<file path="src/core/flash_poll_defs.svh">
// timing counts, bit positions and widths for the flash status poller
`ifndef FLASH_POLL_DEFS_SVH
`define FLASH_POLL_DEFS_SVH

// ==========================================================
// widths and status bit positions
`define ADDR_W 24
`define DATA_W 16
`define CNT_W 16
`define DATA_POLL_BIT 7
`define TOGGLE_FLAG_BIT 6
`define TIMEOUT_FLAG_BIT 5
`define BUFFER_ABORT_BIT 1

// ==========================================================
// clock and conversions
`define CLK_NS 10
`define CYC_UP(ns) ((((ns) + `CLK_NS - 1) / `CLK_NS) < 1 ? 1 : (((ns) + `CLK_NS - 1) / `CLK_NS))
`define CYC_DN(ns) (((ns) / `CLK_NS) < 1 ? 1 : ((ns) / `CLK_NS))

// ==========================================================
// pin cycle timing
`define T_ACC_NS 110
`define T_ACC_CYC `CYC_UP(`T_ACC_NS)
`define SYNC_CYC 2
`define T_WP_NS 35
`define T_WP_CYC `CYC_UP(`T_WP_NS)
`define T_WPH_NS 30
`define T_WPH_CYC `CYC_UP(`T_WPH_NS)
`define T_DF_NS 20
`define T_DF_CYC `CYC_UP(`T_DF_NS)

// ==========================================================
// reset, ready/busy and deep power-down timing
`define T_RP1_US 10
`define T_RP1_CYC `CYC_UP(`T_RP1_US * 1000)
`define T_RP2_NS 500
`define T_RP2_CYC `CYC_UP(`T_RP2_NS)
`define T_READY1_US 20
`define T_READY1_CYC `CYC_DN(`T_READY1_US * 1000)
`define T_READY2_NS 500
`define T_READY2_CYC `CYC_DN(`T_READY2_NS)
`define T_RH_NS 200
`define T_RH_CYC `CYC_UP(`T_RH_NS)
`define T_RB_WE_NS 50
`define T_RB_WE_CYC `CYC_UP(`T_RB_WE_NS)
`define T_BUSY_NS 100
`define T_BUSY_CYC `CYC_DN(`T_BUSY_NS)
`define T_DP_US 20
`define T_DP_CYC `CYC_DN(`T_DP_US * 1000)
`define T_RDP_US 200
`define T_RDP_CYC `CYC_DN(`T_RDP_US * 1000)

`endif

</file>
<file path="src/core/flash_poll_pkg.sv">
// types shared by the flash status poller
`include "flash_poll_defs.svh"
package flash_poll_pkg;
	typedef logic [`ADDR_W-1:0] addr_t;
	typedef logic [`DATA_W-1:0] data_t;
	typedef logic [`CNT_W-1:0] cnt_t;
	typedef enum logic [1:0] {
		PM_DATA = 2'h0, PM_BUFFER = 2'h1, PM_TOGGLE = 2'h2
	} poll_mode_t;
	typedef enum logic [1:0] {
		WK_PLAIN = 2'h0, WK_START_OP = 2'h1, WK_DPD_ENTER = 2'h2, WK_DPD_EXIT = 2'h3
	} write_kind_t;
	typedef enum logic [1:0] {
		OC_NONE = 2'h0, OC_PASS = 2'h1, OC_FAIL = 2'h2, OC_ABORT = 2'h3
	} outcome_t;
endpackage

</file>
<file path="src/core/bus_cycle_if.sv">
// one read or write cycle request between sequencer and pin engine
`timescale 1ns/1ps
`include "flash_poll_defs.svh"
interface bus_cycle_if;
	logic req;
	logic wr;
	flash_poll_pkg::addr_t addr;
	flash_poll_pkg::data_t wdata;
	logic done;
	flash_poll_pkg::data_t rdata;
	modport master (output req, output wr, output addr, output wdata, input done, input rdata);
	modport engine (input req, input wr, input addr, input wdata, output done, output rdata);
endinterface

</file>
<file path="src/core/flash_poll_ctrl.sv">
// host sequencer: status polling, hardware reset and deep power-down for a NOR flash
`timescale 1ns/1ps
`include "flash_poll_defs.svh"
// Behaviour
// - data bit 7 equals inverted written bit: pass
// - timeout set on mismatch: reread, mismatch fails
// - poll at program address or erasing sector
// - buffer programming polls last written address
// - buffer abort set on mismatch: reread, abort
// - toggle method reads low byte twice, compares
// - timeout during toggling: read pair again
// - algorithm reset: 10 us low, 20 us ready
// - reset outside algorithm: 500 ns, 500 ns ready
// - wait 200 ns after reset release
// - 50 ns after ready before write strobe (the power-down release write does not wait for ready)
// - power-down release needs 200 us
module flash_poll_ctrl #(
	parameter int unsigned DPD_EXIT_CYC = `T_RDP_CYC
) (
	// clock and reset
	input wire logic clk_in,
	input wire logic arst_n_in,
	// poll command
	input wire logic poll_start_in,
	input wire flash_poll_pkg::poll_mode_t poll_mode_in,
	input wire flash_poll_pkg::addr_t poll_addr_in,
	input wire logic written_d7_in,
	// write command
	input wire logic write_start_in,
	input wire flash_poll_pkg::write_kind_t write_kind_in,
	input wire flash_poll_pkg::addr_t write_addr_in,
	input wire flash_poll_pkg::data_t write_data_in,
	// hardware reset command
	input wire logic reset_start_in,
	input wire logic reset_in_algo_in,
	// status
	output logic busy_out,
	output logic outcome_valid_out,
	output flash_poll_pkg::outcome_t outcome_out,
	output logic power_down_out,
	// flash pins
	output flash_poll_pkg::addr_t flash_addr_out,
	output logic flash_ce_n_out,
	output logic flash_oe_n_out,
	output logic write_strobe_bar_out,
	output logic flash_reset_n_out,
	output flash_poll_pkg::data_t flash_dq_out,
	output logic flash_dq_oe_out,
	input wire flash_poll_pkg::data_t flash_dq_in,
	input wire logic ready_busy_in
);
	typedef enum logic [3:0] {
		ST_IDLE = 4'h0,
		ST_POLL_RD = 4'h1,
		ST_RECHECK = 4'h2,
		ST_TOG_A = 4'h3,
		ST_TOG_B = 4'h4,
		ST_TOG_C = 4'h5,
		ST_TOG_D = 4'h6,
		ST_WR_RDY = 4'h7,
		ST_WR_CYC = 4'h8,
		ST_DPD_WAIT = 4'h9,
		ST_RST = 4'hA
	} state_t;

	function automatic flash_poll_pkg::cnt_t max_cnt(input int a, input int b);
		max_cnt = (a > b) ? `CNT_W'(a) : `CNT_W'(b);
	endfunction

	localparam flash_poll_pkg::cnt_t ONE = `CNT_W'(1);
	localparam flash_poll_pkg::cnt_t RB_WE_CYC = `CNT_W'(`T_RB_WE_CYC);
	localparam flash_poll_pkg::cnt_t BUSY_CYC = `CNT_W'(`T_BUSY_CYC);
	localparam flash_poll_pkg::cnt_t DP_CYC = `CNT_W'(`T_DP_CYC);
	localparam flash_poll_pkg::cnt_t RDP_CYC = `CNT_W'(DPD_EXIT_CYC);
	localparam flash_poll_pkg::cnt_t RP1_CYC = `CNT_W'(`T_RP1_CYC);
	localparam flash_poll_pkg::cnt_t RP2_CYC = `CNT_W'(`T_RP2_CYC);
	localparam flash_poll_pkg::cnt_t RST1_TOTAL = max_cnt(`T_READY1_CYC, `T_RP1_CYC + `T_RH_CYC);
	localparam flash_poll_pkg::cnt_t RST2_TOTAL = max_cnt(`T_READY2_CYC, `T_RP2_CYC + `T_RH_CYC);

	bus_cycle_if cyc ();

	state_t state_reg;
	flash_poll_pkg::cnt_t cnt_reg;
	flash_poll_pkg::cnt_t target_reg;
	flash_poll_pkg::cnt_t rst_pulse_reg;
	flash_poll_pkg::cnt_t rdy_cnt_reg;
	flash_poll_pkg::cnt_t hold_cnt_reg;
	flash_poll_pkg::addr_t poll_addr_reg;
	flash_poll_pkg::addr_t last_wr_addr_reg;
	flash_poll_pkg::data_t wr_data_reg;
	flash_poll_pkg::write_kind_t wr_kind_reg;
	logic [7:0] first_rd_reg;
	logic exp7_reg;
	logic buf_mode_reg;
	logic chk_abort_reg;
	logic rdy_meta_reg;
	logic rdy_sync_reg;
	logic needs_cycle;
	logic d7_match;
	logic toggling;
	logic start_hold;

	// ==========================================================
	// pin engine
	flash_bus_cycle u_cycle (
		.clk_in(clk_in),
		.arst_n_in(arst_n_in),
		.cyc(cyc.engine),
		.addr_out(flash_addr_out),
		.ce_n_out(flash_ce_n_out),
		.oe_n_out(flash_oe_n_out),
		.write_strobe_bar_out(write_strobe_bar_out),
		.dq_out(flash_dq_out),
		.dq_oe_out(flash_dq_oe_out),
		.dq_in(flash_dq_in)
	);

	// ==========================================================
	// status decode
	always_comb begin
		needs_cycle = (state_reg == ST_POLL_RD) || (state_reg == ST_RECHECK) ||
			(state_reg == ST_TOG_A) || (state_reg == ST_TOG_B) ||
			(state_reg == ST_TOG_C) || (state_reg == ST_TOG_D) ||
			(state_reg == ST_WR_CYC);
		d7_match = (cyc.rdata[`DATA_POLL_BIT] == ~exp7_reg);
		toggling = (cyc.rdata[`TOGGLE_FLAG_BIT] != first_rd_reg[`TOGGLE_FLAG_BIT]);
		start_hold = (state_reg == ST_WR_CYC) && cyc.done && (wr_kind_reg == flash_poll_pkg::WK_START_OP);
	end

	// ==========================================================
	// ready/busy synchroniser and ready age
	always_ff @(posedge clk_in or negedge arst_n_in) begin
		if (!arst_n_in) begin
			rdy_meta_reg <= 1'b0;
			rdy_sync_reg <= 1'b0;
		end else begin
			rdy_meta_reg <= ready_busy_in;
			rdy_sync_reg <= rdy_meta_reg;
		end
	end

	// the pin is not trusted until the device has had time to show busy
	always_ff @(posedge clk_in or negedge arst_n_in) begin
		if (!arst_n_in) begin
			hold_cnt_reg <= '0;
			rdy_cnt_reg <= '0;
		end else begin
			if (start_hold) begin
				hold_cnt_reg <= BUSY_CYC;
			end else if (hold_cnt_reg != '0) begin
				hold_cnt_reg <= hold_cnt_reg - ONE;
			end
			if (start_hold || hold_cnt_reg != '0 || !rdy_sync_reg) begin
				rdy_cnt_reg <= '0;
			end else if (rdy_cnt_reg < RB_WE_CYC) begin
				rdy_cnt_reg <= rdy_cnt_reg + ONE;
			end
		end
	end

	// ==========================================================
	// cycle requests to the pin engine
	always_ff @(posedge clk_in or negedge arst_n_in) begin
		if (!arst_n_in) begin
			cyc.req <= 1'b0;
			cyc.wr <= 1'b0;
			cyc.addr <= '0;
			cyc.wdata <= '0;
		end else begin
			// dropping req for the done cycle keeps one request per cycle
			cyc.req <= needs_cycle && !cyc.done;
			cyc.wr <= (state_reg == ST_WR_CYC);
			cyc.addr <= (state_reg == ST_WR_CYC) ? last_wr_addr_reg : poll_addr_reg;
			cyc.wdata <= wr_data_reg;
		end
	end

	// ==========================================================
	// command latches
	always_ff @(posedge clk_in or negedge arst_n_in) begin
		if (!arst_n_in) begin
			poll_addr_reg <= '0;
			last_wr_addr_reg <= '0;
			wr_data_reg <= '0;
			wr_kind_reg <= flash_poll_pkg::WK_PLAIN;
			exp7_reg <= 1'b0;
			buf_mode_reg <= 1'b0;
		end else if (state_reg == ST_IDLE && !reset_start_in) begin
			if (write_start_in) begin
				last_wr_addr_reg <= write_addr_in;
				wr_data_reg <= write_data_in;
				wr_kind_reg <= write_kind_in;
			end else if (poll_start_in) begin
				exp7_reg <= written_d7_in;
				buf_mode_reg <= (poll_mode_in == flash_poll_pkg::PM_BUFFER);
				if (poll_mode_in == flash_poll_pkg::PM_BUFFER) begin
					poll_addr_reg <= last_wr_addr_reg;
				end else begin
					poll_addr_reg <= poll_addr_in;
				end
			end
		end
	end

	// ==========================================================
	// main sequencer
	always_ff @(posedge clk_in or negedge arst_n_in) begin
		if (!arst_n_in) begin
			state_reg <= ST_IDLE;
			cnt_reg <= '0;
			target_reg <= '0;
			rst_pulse_reg <= '0;
			first_rd_reg <= '0;
			chk_abort_reg <= 1'b0;
			busy_out <= 1'b0;
			outcome_valid_out <= 1'b0;
			outcome_out <= flash_poll_pkg::OC_NONE;
			power_down_out <= 1'b0;
			flash_reset_n_out <= 1'b1;
		end else begin
			outcome_valid_out <= 1'b0;
			if (reset_start_in && state_reg != ST_RST) begin
				// reset may cut into any sequence except a reset already running; a pending pin cycle just runs out
				flash_reset_n_out <= 1'b0;
				cnt_reg <= '0;
				rst_pulse_reg <= reset_in_algo_in ? RP1_CYC : RP2_CYC;
				target_reg <= reset_in_algo_in ? RST1_TOTAL : RST2_TOTAL;
				busy_out <= 1'b1;
				state_reg <= ST_RST;
			end else begin
				unique case (state_reg)
					ST_IDLE: begin
						if (write_start_in) begin
							busy_out <= 1'b1;
							state_reg <= ST_WR_RDY;
						end else if (poll_start_in && !power_down_out &&
								poll_mode_in != 2'h3) begin
							busy_out <= 1'b1;
							outcome_out <= flash_poll_pkg::OC_NONE;
							state_reg <= (poll_mode_in == flash_poll_pkg::PM_TOGGLE) ?
								ST_TOG_A : ST_POLL_RD;
						end
					end
					ST_POLL_RD: begin
						if (cyc.done) begin
							if (d7_match) begin
								outcome_out <= flash_poll_pkg::OC_PASS;
								outcome_valid_out <= 1'b1;
								busy_out <= 1'b0;
								state_reg <= ST_IDLE;
							end else if (buf_mode_reg && cyc.rdata[`BUFFER_ABORT_BIT]) begin
								chk_abort_reg <= 1'b1;
								state_reg <= ST_RECHECK;
							end else if (cyc.rdata[`TIMEOUT_FLAG_BIT]) begin
								chk_abort_reg <= 1'b0;
								state_reg <= ST_RECHECK;
							end
						end
					end
					ST_RECHECK: begin
						// bit 7 may flip together with the flag, so the reread decides
						if (cyc.done) begin
							if (d7_match) begin
								outcome_out <= flash_poll_pkg::OC_PASS;
							end else if (chk_abort_reg) begin
								outcome_out <= flash_poll_pkg::OC_ABORT;
							end else begin
								outcome_out <= flash_poll_pkg::OC_FAIL;
							end
							outcome_valid_out <= 1'b1;
							busy_out <= 1'b0;
							state_reg <= ST_IDLE;
						end
					end
					ST_TOG_A, ST_TOG_C: begin
						if (cyc.done) begin
							first_rd_reg <= cyc.rdata[7:0];
							state_reg <= (state_reg == ST_TOG_A) ? ST_TOG_B : ST_TOG_D;
						end
					end
					ST_TOG_B: begin
						if (cyc.done) begin
							if (!toggling) begin
								outcome_out <= flash_poll_pkg::OC_PASS;
								outcome_valid_out <= 1'b1;
								busy_out <= 1'b0;
								state_reg <= ST_IDLE;
							end else if (cyc.rdata[`TIMEOUT_FLAG_BIT]) begin
								state_reg <= ST_TOG_C;
							end else begin
								state_reg <= ST_TOG_A;
							end
						end
					end
					ST_TOG_D: begin
						if (cyc.done) begin
							outcome_out <= toggling ? flash_poll_pkg::OC_FAIL :
								flash_poll_pkg::OC_PASS;
							outcome_valid_out <= 1'b1;
							busy_out <= 1'b0;
							state_reg <= ST_IDLE;
						end
					end
					ST_WR_RDY: begin
						// release from power-down cannot wait on the pin
						if (rdy_cnt_reg >= RB_WE_CYC ||
								wr_kind_reg == flash_poll_pkg::WK_DPD_EXIT) begin
							state_reg <= ST_WR_CYC;
						end
					end
					ST_WR_CYC: begin
						if (cyc.done) begin
							cnt_reg <= '0;
							if (wr_kind_reg == flash_poll_pkg::WK_DPD_ENTER) begin
								target_reg <= DP_CYC;
								state_reg <= ST_DPD_WAIT;
							end else if (wr_kind_reg == flash_poll_pkg::WK_DPD_EXIT) begin
								target_reg <= RDP_CYC;
								state_reg <= ST_DPD_WAIT;
							end else begin
								busy_out <= 1'b0;
								state_reg <= ST_IDLE;
							end
						end
					end
					ST_DPD_WAIT: begin
						cnt_reg <= cnt_reg + ONE;
						if (cnt_reg == target_reg - ONE) begin
							power_down_out <= (wr_kind_reg == flash_poll_pkg::WK_DPD_ENTER);
							busy_out <= 1'b0;
							state_reg <= ST_IDLE;
						end
					end
					ST_RST: begin
						cnt_reg <= cnt_reg + ONE;
						if (cnt_reg == rst_pulse_reg - ONE) begin
							flash_reset_n_out <= 1'b1;
						end
						if (cnt_reg == target_reg - ONE) begin
							power_down_out <= 1'b0;
							busy_out <= 1'b0;
							state_reg <= ST_IDLE;
						end
					end
					default: begin
						busy_out <= 1'b0;
						state_reg <= ST_IDLE;
					end
				endcase
			end
		end
	end
endmodule

</file>
<file path="src/core/flash_bus_cycle.sv">
// pin engine: one asynchronous read or write cycle on the flash bus
`timescale 1ns/1ps
`include "flash_poll_defs.svh"
module flash_bus_cycle (
	// clock and reset
	input wire logic clk_in,
	input wire logic arst_n_in,
	// request side
	bus_cycle_if.engine cyc,
	// flash pins
	output flash_poll_pkg::addr_t addr_out,
	output logic ce_n_out,
	output logic oe_n_out,
	output logic write_strobe_bar_out,
	output flash_poll_pkg::data_t dq_out,
	output logic dq_oe_out,
	input wire flash_poll_pkg::data_t dq_in
);
	typedef enum logic [2:0] {
		E_IDLE = 3'h0, E_READ = 3'h1, E_WRITE = 3'h2, E_WHOLD = 3'h3, E_GAP = 3'h4
	} eng_state_t;

	function automatic flash_poll_pkg::cnt_t max_cnt(input int a, input int b);
		max_cnt = (a > b) ? `CNT_W'(a) : `CNT_W'(b);
	endfunction

	// sampling waits out the access time plus the synchroniser depth
	localparam flash_poll_pkg::cnt_t READ_CYC = `CNT_W'(`T_ACC_CYC + `SYNC_CYC);
	localparam flash_poll_pkg::cnt_t WP_CYC = `CNT_W'(`T_WP_CYC);
	// one gap serves write-high time and bus float before the next drive
	localparam flash_poll_pkg::cnt_t GAP_CYC = max_cnt(`T_WPH_CYC, `T_DF_CYC);
	localparam flash_poll_pkg::cnt_t ONE = `CNT_W'(1);

	eng_state_t state_reg;
	flash_poll_pkg::cnt_t cnt_reg;
	flash_poll_pkg::data_t dq_meta_reg;
	flash_poll_pkg::data_t dq_sync_reg;

	// ==========================================================
	// data input synchroniser
	always_ff @(posedge clk_in or negedge arst_n_in) begin
		if (!arst_n_in) begin
			dq_meta_reg <= '0;
			dq_sync_reg <= '0;
		end else begin
			dq_meta_reg <= dq_in;
			dq_sync_reg <= dq_meta_reg;
		end
	end

	// ==========================================================
	// cycle sequencer
	always_ff @(posedge clk_in or negedge arst_n_in) begin
		if (!arst_n_in) begin
			state_reg <= E_IDLE;
			cnt_reg <= '0;
			addr_out <= '0;
			ce_n_out <= 1'b1;
			oe_n_out <= 1'b1;
			write_strobe_bar_out <= 1'b1;
			dq_out <= '0;
			dq_oe_out <= 1'b0;
			cyc.done <= 1'b0;
			cyc.rdata <= '0;
		end else begin
			cyc.done <= 1'b0;
			unique case (state_reg)
				E_IDLE: begin
					if (cyc.req) begin
						addr_out <= cyc.addr;
						ce_n_out <= 1'b0;
						if (cyc.wr) begin
							dq_out <= cyc.wdata;
							dq_oe_out <= 1'b1;
							write_strobe_bar_out <= 1'b0;
							cnt_reg <= WP_CYC - ONE;
							state_reg <= E_WRITE;
						end else begin
							oe_n_out <= 1'b0;
							cnt_reg <= READ_CYC - ONE;
							state_reg <= E_READ;
						end
					end
				end
				E_READ: begin
					if (cnt_reg == '0) begin
						cyc.rdata <= dq_sync_reg;
						cyc.done <= 1'b1;
						ce_n_out <= 1'b1;
						oe_n_out <= 1'b1;
						cnt_reg <= GAP_CYC - ONE;
						state_reg <= E_GAP;
					end else begin
						cnt_reg <= cnt_reg - ONE;
					end
				end
				E_WRITE: begin
					if (cnt_reg == '0) begin
						write_strobe_bar_out <= 1'b1;
						state_reg <= E_WHOLD;
					end else begin
						cnt_reg <= cnt_reg - ONE;
					end
				end
				E_WHOLD: begin
					// address and data held one cycle past the strobe rise
					ce_n_out <= 1'b1;
					dq_oe_out <= 1'b0;
					cyc.done <= 1'b1;
					cnt_reg <= GAP_CYC - ONE;
					state_reg <= E_GAP;
				end
				E_GAP: begin
					if (cnt_reg == '0) begin
						state_reg <= E_IDLE;
					end else begin
						cnt_reg <= cnt_reg - ONE;
					end
				end
				default: begin
					state_reg <= E_IDLE;
				end
			endcase
		end
	end
endmodule

</file>
<file path="config.mk">
export PLATFORM = sky130hd
export DESIGN_NAME = flash_poll_ctrl
export DESIGN_NICKNAME = d
export VERILOG_FILES = /design/src/core/flash_poll_pkg.sv /design/src/core/bus_cycle_if.sv /design/src/core/flash_poll_ctrl.sv /design/src/core/flash_bus_cycle.sv
export VERILOG_INCLUDE_DIRS = /design/src /design/src/core
export SDC_FILE = /design/constraint.sdc
export NUM_CORES = 1
export LEC_CHECK = 0
export BUFFER_PORTS_ARGS = -buffer_cell sky130_fd_sc_hd__buf_2
export CORE_MARGIN = 5
export CORE_UTILIZATION = 52
export DETAILED_ROUTE_END_ITERATION = 12
export PLACE_DENSITY_LB_ADDON = 0.08
export SETUP_SLACK_MARGIN = 0.5
export SLEW_MARGIN = 30
export SYNTH_ARGS = -nofsm -noshare
export SYNTH_HDL_FRONTEND = slang
export SYNTH_HIERARCHICAL = 1
export SYNTH_SLANG_ARGS = --single-unit
</file>
<file path="constraint.sdc">
create_clock -name clk_in -period 3.5 [get_ports clk_in]
set_input_delay 0.525 -clock clk_in [delete_from_list [all_inputs] [get_ports clk_in]]
set_output_delay 0.525 -clock clk_in [all_outputs]
set_load 0.1 [all_outputs]
</file>
## Word level (Yosys, flattened, before mapping)

Index checks and enable logic that the tools add are counted.
Widths: inputs -> output; s select.

- Output and inout bits: 50
- Bits in registers: 298
- Bits of input ports: 92

- Magnitude comparators: 2
- Bitwise logic cells: 4
- Mux-type cells: 100
- Eq/ne operators: 56
- Add/sub/neg operators: 6
- Reductions and logical operators: 66

Operators with widths:

| operator | number |
|---|---|
| $mux 16 | 14 |
| $mux 4 | 16 |
| $pmux 16 s4 | 1 |
| $sub 16x1->16 const B | 4 |
| $mux 24 | 2 |
| $mux 1 | 34 |
| $add 16x1->16 const B | 2 |
| $eq 16x16->1 | 2 |
| $pmux 16 s2 | 1 |
| $pmux 4 s8 | 1 |
| $mux 2 | 13 |
| $reduce_bool 2->1 | 11 |
| $reduce_and 3->1 | 7 |
| $ne 2x2->1 const B | 10 |
| $mux 3 | 6 |
| $ne 2x1->1 const B | 9 |
| $eq 4x3->1 const B | 4 |
| $ge 16x3->1 const B | 1 |
| $logic_not 16->1 | 1 |
| $lt 16x3->1 const B | 1 |
| $reduce_and 4->1 | 4 |
| $reduce_bool 16->1 | 1 |
| $ne 3x1->1 const B | 5 |
| $pmux 3 s5 | 1 |
| other kinds (37) | 83 |

## Depth between registers and ports, before layout

- Depth in word-level cells: 8
- Depth in mapped cells: 9
- Mapped depth without buffers: 9

## By module

The synthesis kept the hierarchy.

Modules (own cells, without submodules):

| module | cells each | area an instance (µm²) | times used | seq. area each (µm²) |
|---|---|---|---|---|
| flash_poll_ctrl | 721 | 8256.7 | 1 | 4505.6 |
| flash_bus_cycle | 311 | 4366.7 | 1 | 2806.4 |

## Least setup slack after synthesis

Ideal clock, no wire load.

- Kind: reg2reg
- Start point: register u_cycle.cnt_reg[0]
- End point: register u_cycle/cyc.rdata[10] (netlist name)
- Data required time: 3.375 ns
- Buffers on the path: 2
- Stages on the path, launching flop included: 10
- Arrival time: 2.716 ns
- Clock period less this slack: 2.841 ns
- Setup slack: 0.659 ns
- Cell sequence: dfrtp_1 > inv_1 > ha_1 > or3b_2 > or2_2 > or3_1 > buf_6 > nor3_4 > buf_12 > mux2_4

RTL lines:

| what | line | RTL |
|---|---|---|
| start: declaration | flash_bus_cycle.sv:35 | `flash_poll_pkg::cnt_t cnt_reg;` |
| start signal: assignment | flash_bus_cycle.sv:76 | `cnt_reg <= WP_CYC - ONE;` |
| start signal: assignment | flash_bus_cycle.sv:80 | `cnt_reg <= READ_CYC - ONE;` |
| start signal: assignment | flash_bus_cycle.sv:91 | `cnt_reg <= GAP_CYC - ONE;` |

## Worst setup path in the final report

- Start point: register u_cycle.cnt_reg[1]
- End point: register u_cycle.cyc.rdata[1]

- Cells in the longest elaborated chain, start to end: 2

Ends and longest elaborated chain:

| what | line | RTL |
|---|---|---|
| $logic_not 16->1 | flash_bus_cycle.sv:86 | `if (cnt_reg == '0) begin` |
| $reduce_and 2->1 (no line) | n/a |  |
| end signal: assignment | flash_bus_cycle.sv:87 | `cyc.rdata <= dq_sync_reg;` |
| end: declaration | bus_cycle_if.sv:12 | `modport engine (input req, input wr, input addr, input wdata, output done, output rdata);` |

Every way passes these cells.
A chain may end at the register's enable or synchronous reset.

==> metrics.txt <==
# TYPE chip_impl_metric gauge
chip_impl_metric{name="synthCells",unit=""} 984
chip_impl_metric{name="postCtsHoldBufs",unit=""} 0
chip_impl_metric{name="finalCritPeriodShare",unit="%"} 80.2
chip_impl_metric{name="placement_rows",unit=""} 54
chip_impl_metric{name="port-buffer-count",unit=""} 129
chip_impl_metric{name="power.density",unit="mW/mm2"} 1020
chip_impl_metric{name="mappedNetlistArea",unit="mm2"} 0.0116
chip_impl_metric{name="drt-vias-per-instance",unit=""} 5.52
chip_impl_metric{name="cts_post_setup_buffers_inserted",unit=""} 0
chip_impl_info{name="min-delay-path-class",value="in -> async"} 1
chip_impl_metric{name="cp_data_arrival_time",unit="ns"} 3.25
chip_impl_metric{name="postSynthAreaPerCell",unit="um2"} 11.7
chip_impl_metric{name="via_count",unit=""} 7757
chip_impl_metric{name="numCtsBuffers",unit=""} 28
chip_impl_metric{name="finish.instance_area",unit="mm2"} 0.0134
chip_impl_metric{name="drt_drc_violations_left",unit=""} 0
chip_impl_info{name="cp-start-kind",value="flip-flop"} 1
chip_impl_metric{name="number_of_global_route_vias_before_repair",unit=""} 7916
chip_impl_metric{name="dieWidth",unit="um"} 159
chip_impl_metric{name="synthesis.yosys.warnings",unit=""} 6
chip_impl_metric{name="setup_viol",unit=""} 0
chip_impl_metric{name="drt_iter0_markers",unit=""} 470
chip_impl_metric{name="grt_antenna_before_repair",unit=""} 6
chip_impl_metric{name="layout.nets",unit=""} 1209
chip_impl_metric{name="initial_utilization",unit="%"} 52.8
chip_impl_metric{name="setup_tns",unit="ns"} 0
chip_impl_metric{name="cpPeakStageDelay",unit="ns"} 0.52
chip_impl_metric{name="area.growth.synth_to_final",unit="%"} 15.6
chip_impl_metric{name="finalHoldViolCount",unit=""} 2
chip_impl_metric{name="maxCapViolations",unit=""} 0
chip_impl_metric{name="slew-limit-headroom",unit="%"} 48.0
chip_impl_info{name="cpMaxStageDelayCell",value="sky130_fd_sc_hd__or3_1"} 1
chip_impl_metric{name="design.die.area",unit="mm2"} 0.0253
chip_impl_info{name="path_class",value="reg -> reg"} 1
chip_impl_metric{name="period_needed",unit="ns"} 2.81
chip_impl_info{name="result_of_the_run",value="finished with violations"} 1
chip_impl_metric{name="dpl-instance-area",unit="mm2"} 0.0124
chip_impl_metric{name="worstMarginPinSlew",unit="ns"} 0.778
chip_impl_info{name="rsz0062_at_grt",value="no"} 1
chip_impl_metric{name="gpl.final_weighted_congestion",unit=""} 0.835
chip_impl_metric{name="vdd.ir_drop.worst",unit="mV"} 0.650
chip_impl_metric{name="fillers",unit=""} 1806
chip_impl_metric{name="gr-usage-all-layers",unit="%"} 19.3
chip_impl_metric{name="timing.final.ws_setup",unit="ns"} 0.693
chip_impl_metric{name="globalRouteOverflowTotal",unit=""} 0
chip_impl_metric{name="clk_latency",unit="ns"} 0.56
chip_impl_metric{name="finalWirelength",unit="mm"} 24.5
chip_impl_metric{name="boundaryPins",unit=""} 142
chip_impl_info{name="clock-root-buffer",value="sky130_fd_sc_hd__clkbuf_16"} 1
chip_impl_metric{name="mappedNetlistNets",unit=""} 1089
chip_impl_metric{name="grt_pass1_wl",unit="mm"} 41.5
chip_impl_metric{name="h-tree-depth",unit=""} 1
chip_impl_metric{name="drt-wirelength-per-cell",unit="um"} 17.4
chip_impl_metric{name="largest_net_degree_at_the_start_of_global_routing",unit=""} 89
chip_impl_metric{name="hold-worst-slack",unit="ns"} -0.00335
chip_impl_info{name="tritoncts_clock_tree",value="yes"} 1
chip_impl_metric{name="cts-root-to-sink-buffers",unit=""} 3
chip_impl_metric{name="leakagePower",unit="nW"} 6.11
chip_impl_metric{name="cts_resized",unit=""} 0
chip_impl_info{name="critical_path.endpoint_type",value="flip-flop"} 1
chip_impl_metric{name="timing.critical_path.fanout_max",unit=""} 6
chip_impl_metric{name="dr.pass1.iters",unit=""} 5
chip_impl_info{name="violations",value="negative hold slack"} 1
chip_impl_metric{name="dp.final_hpwl",unit="mm"} 16.7
chip_impl_metric{name="place_ws",unit="ns"} 0.692
chip_impl_metric{name="critical_path_required",unit="ns"} 3.94
chip_impl_metric{name="dieHeight",unit="um"} 159
chip_impl_metric{name="cts_num_sinks",unit=""} 256
chip_impl_metric{name="coreArea",unit="mm2"} 0.0219
chip_impl_metric{name="drtAntennaViolNets",unit=""} 0
chip_impl_metric{name="cts.reportedPaths.clkPinSlew",unit="ns"} 0.06
chip_impl_metric{name="worst_clock_skew",unit="ns"} 0.0363
chip_impl_info{name="cells_traversed_along_the_worst_timing_path",value="inv_1 -> ha_1 -> or3b_2 -> or2_2 -> or3_1 -> nor3_4 -> mux2_2"} 1
chip_impl_metric{name="share_of_post_route_cells_with_drive_strength_above_1",unit="%"} 30.2
chip_impl_metric{name="slew_violations",unit=""} 0
chip_impl_metric{name="achievable-frequency",unit="MHz"} 356
path summary, 6_finish.rpt:
check	startpoint	endpoint	slack, ns	cells after the start
min reg2reg	u_cycle/dq_meta_reg[1]	u_cycle/dq_sync_reg[1]	0.35	0
min	arst_n_in	u_cycle/cnt_reg[12]	-0.003	1
min in group clk_in	flash_dq_in[5]	u_cycle/dq_meta_reg[5]	0.08	1
max in group asynchronous	arst_n_in	flash_reset_n_out	2.70	2
max	u_cycle/cnt_reg[1]	u_cycle/cyc.rdata[1]	0.69	7
max reg2reg	u_cycle/cnt_reg[1]	u_cycle/cyc.rdata[1]	0.69	7
metal layers:
layer	vias to the layer above	GRT usage (%)	wire, um
met5	-	0	43
met4	10	3.88	463
met3	52	5.64	1610
met2	171	29.9	11100
met1	3771	27.5	11300
li1	3753	-	-
cell type report:
| class | instances | area, um2 | share of cell area, % |
|---|---|---|---|
| inverters | 22 | 82.6 | 0.618 |
| well taps | 280 | 350 | 2.62 |
| flip-flops and latches | 256 | 6410 | 48.0 |
| multi-input cells | 654 | 4820 | 36.1 |
| clock buffers | 36 | 771 | 5.77 |
| diodes | 1 | 2.50 | 0.0187 |
| repair buffers | 142 | 778 | 5.83 |
| clock inverters | 15 | 140 | 1.05 |
critical path, delay by kind of cell, from the launching register on:
| kind | cells | cell delay [ns] |
|---|---|---|
| multiplexers | 1 | 0.38 |
| adder cells (fa/ha/maj) | 1 | 0.15 |
| AND/OR/NAND/NOR | 4 | 1.65 |
| buffers and inverters | 1 | 0.12 |
| flip-flops | 1 | 0.40 |
stage by stage:
| stage | power, W | cells | util [%] | hold slack [ns] |
|---|---|---|---|---|
| 6_report | 0.0136 | 1406 | 61.0 | -0.00335 |
| 5_1_grt | 0.0145 | 1406 | 61.0 | 0.0458 |
| 4_1_cts | 0.0137 | 1405 | 61.0 | 0.00632 |
| 3_5_place_dp | 0.0108 | 1354 | 56.9 | 0.335 |
| 3_3_place_gp | 0.0107 | 1354 | 56.9 | 0.332 |
| 2_1_floorplan | 0.00961 | 984 | - | 0.229 |
power breakdown:
part	leakage, nW	total, W	switching, W	internal [W]
clock network	0.444	0.00282	0.00118	0.00164
logic	2.50	0.00574	0.00377	0.00197
registers	3.16	0.00503	0.000885	0.00415
total	6.11	0.0136	0.00584	0.00776
layout by cell type (no fill, tap or decap), types with 10 or more instances in the layout:
cell,count
sky130_fd_sc_hd__dfrtp_1,252
sky130_fd_sc_hd__buf_2,128
sky130_fd_sc_hd__mux2_2,115
sky130_fd_sc_hd__nor2_1,95
sky130_fd_sc_hd__a21oi_1,48
sky130_fd_sc_hd__nand2_1,38
sky130_fd_sc_hd__mux2i_1,30
sky130_fd_sc_hd__clkbuf_16,28
sky130_fd_sc_hd__xor2_1,26
sky130_fd_sc_hd__inv_1,22
sky130_fd_sc_hd__and2_1,21
sky130_fd_sc_hd__nor3_1,19
sky130_fd_sc_hd__xnor2_1,19
sky130_fd_sc_hd__nand2b_1,17
sky130_fd_sc_hd__nor4_1,17
sky130_fd_sc_hd__o21ai_0,17
sky130_fd_sc_hd__nand3_1,16
sky130_fd_sc_hd__a31oi_1,14
sky130_fd_sc_hd__ha_1,13
sky130_fd_sc_hd__buf_4,11
sky130_fd_sc_hd__or4_1,10
Note: power is estimated with default switching activity, not from simulation.
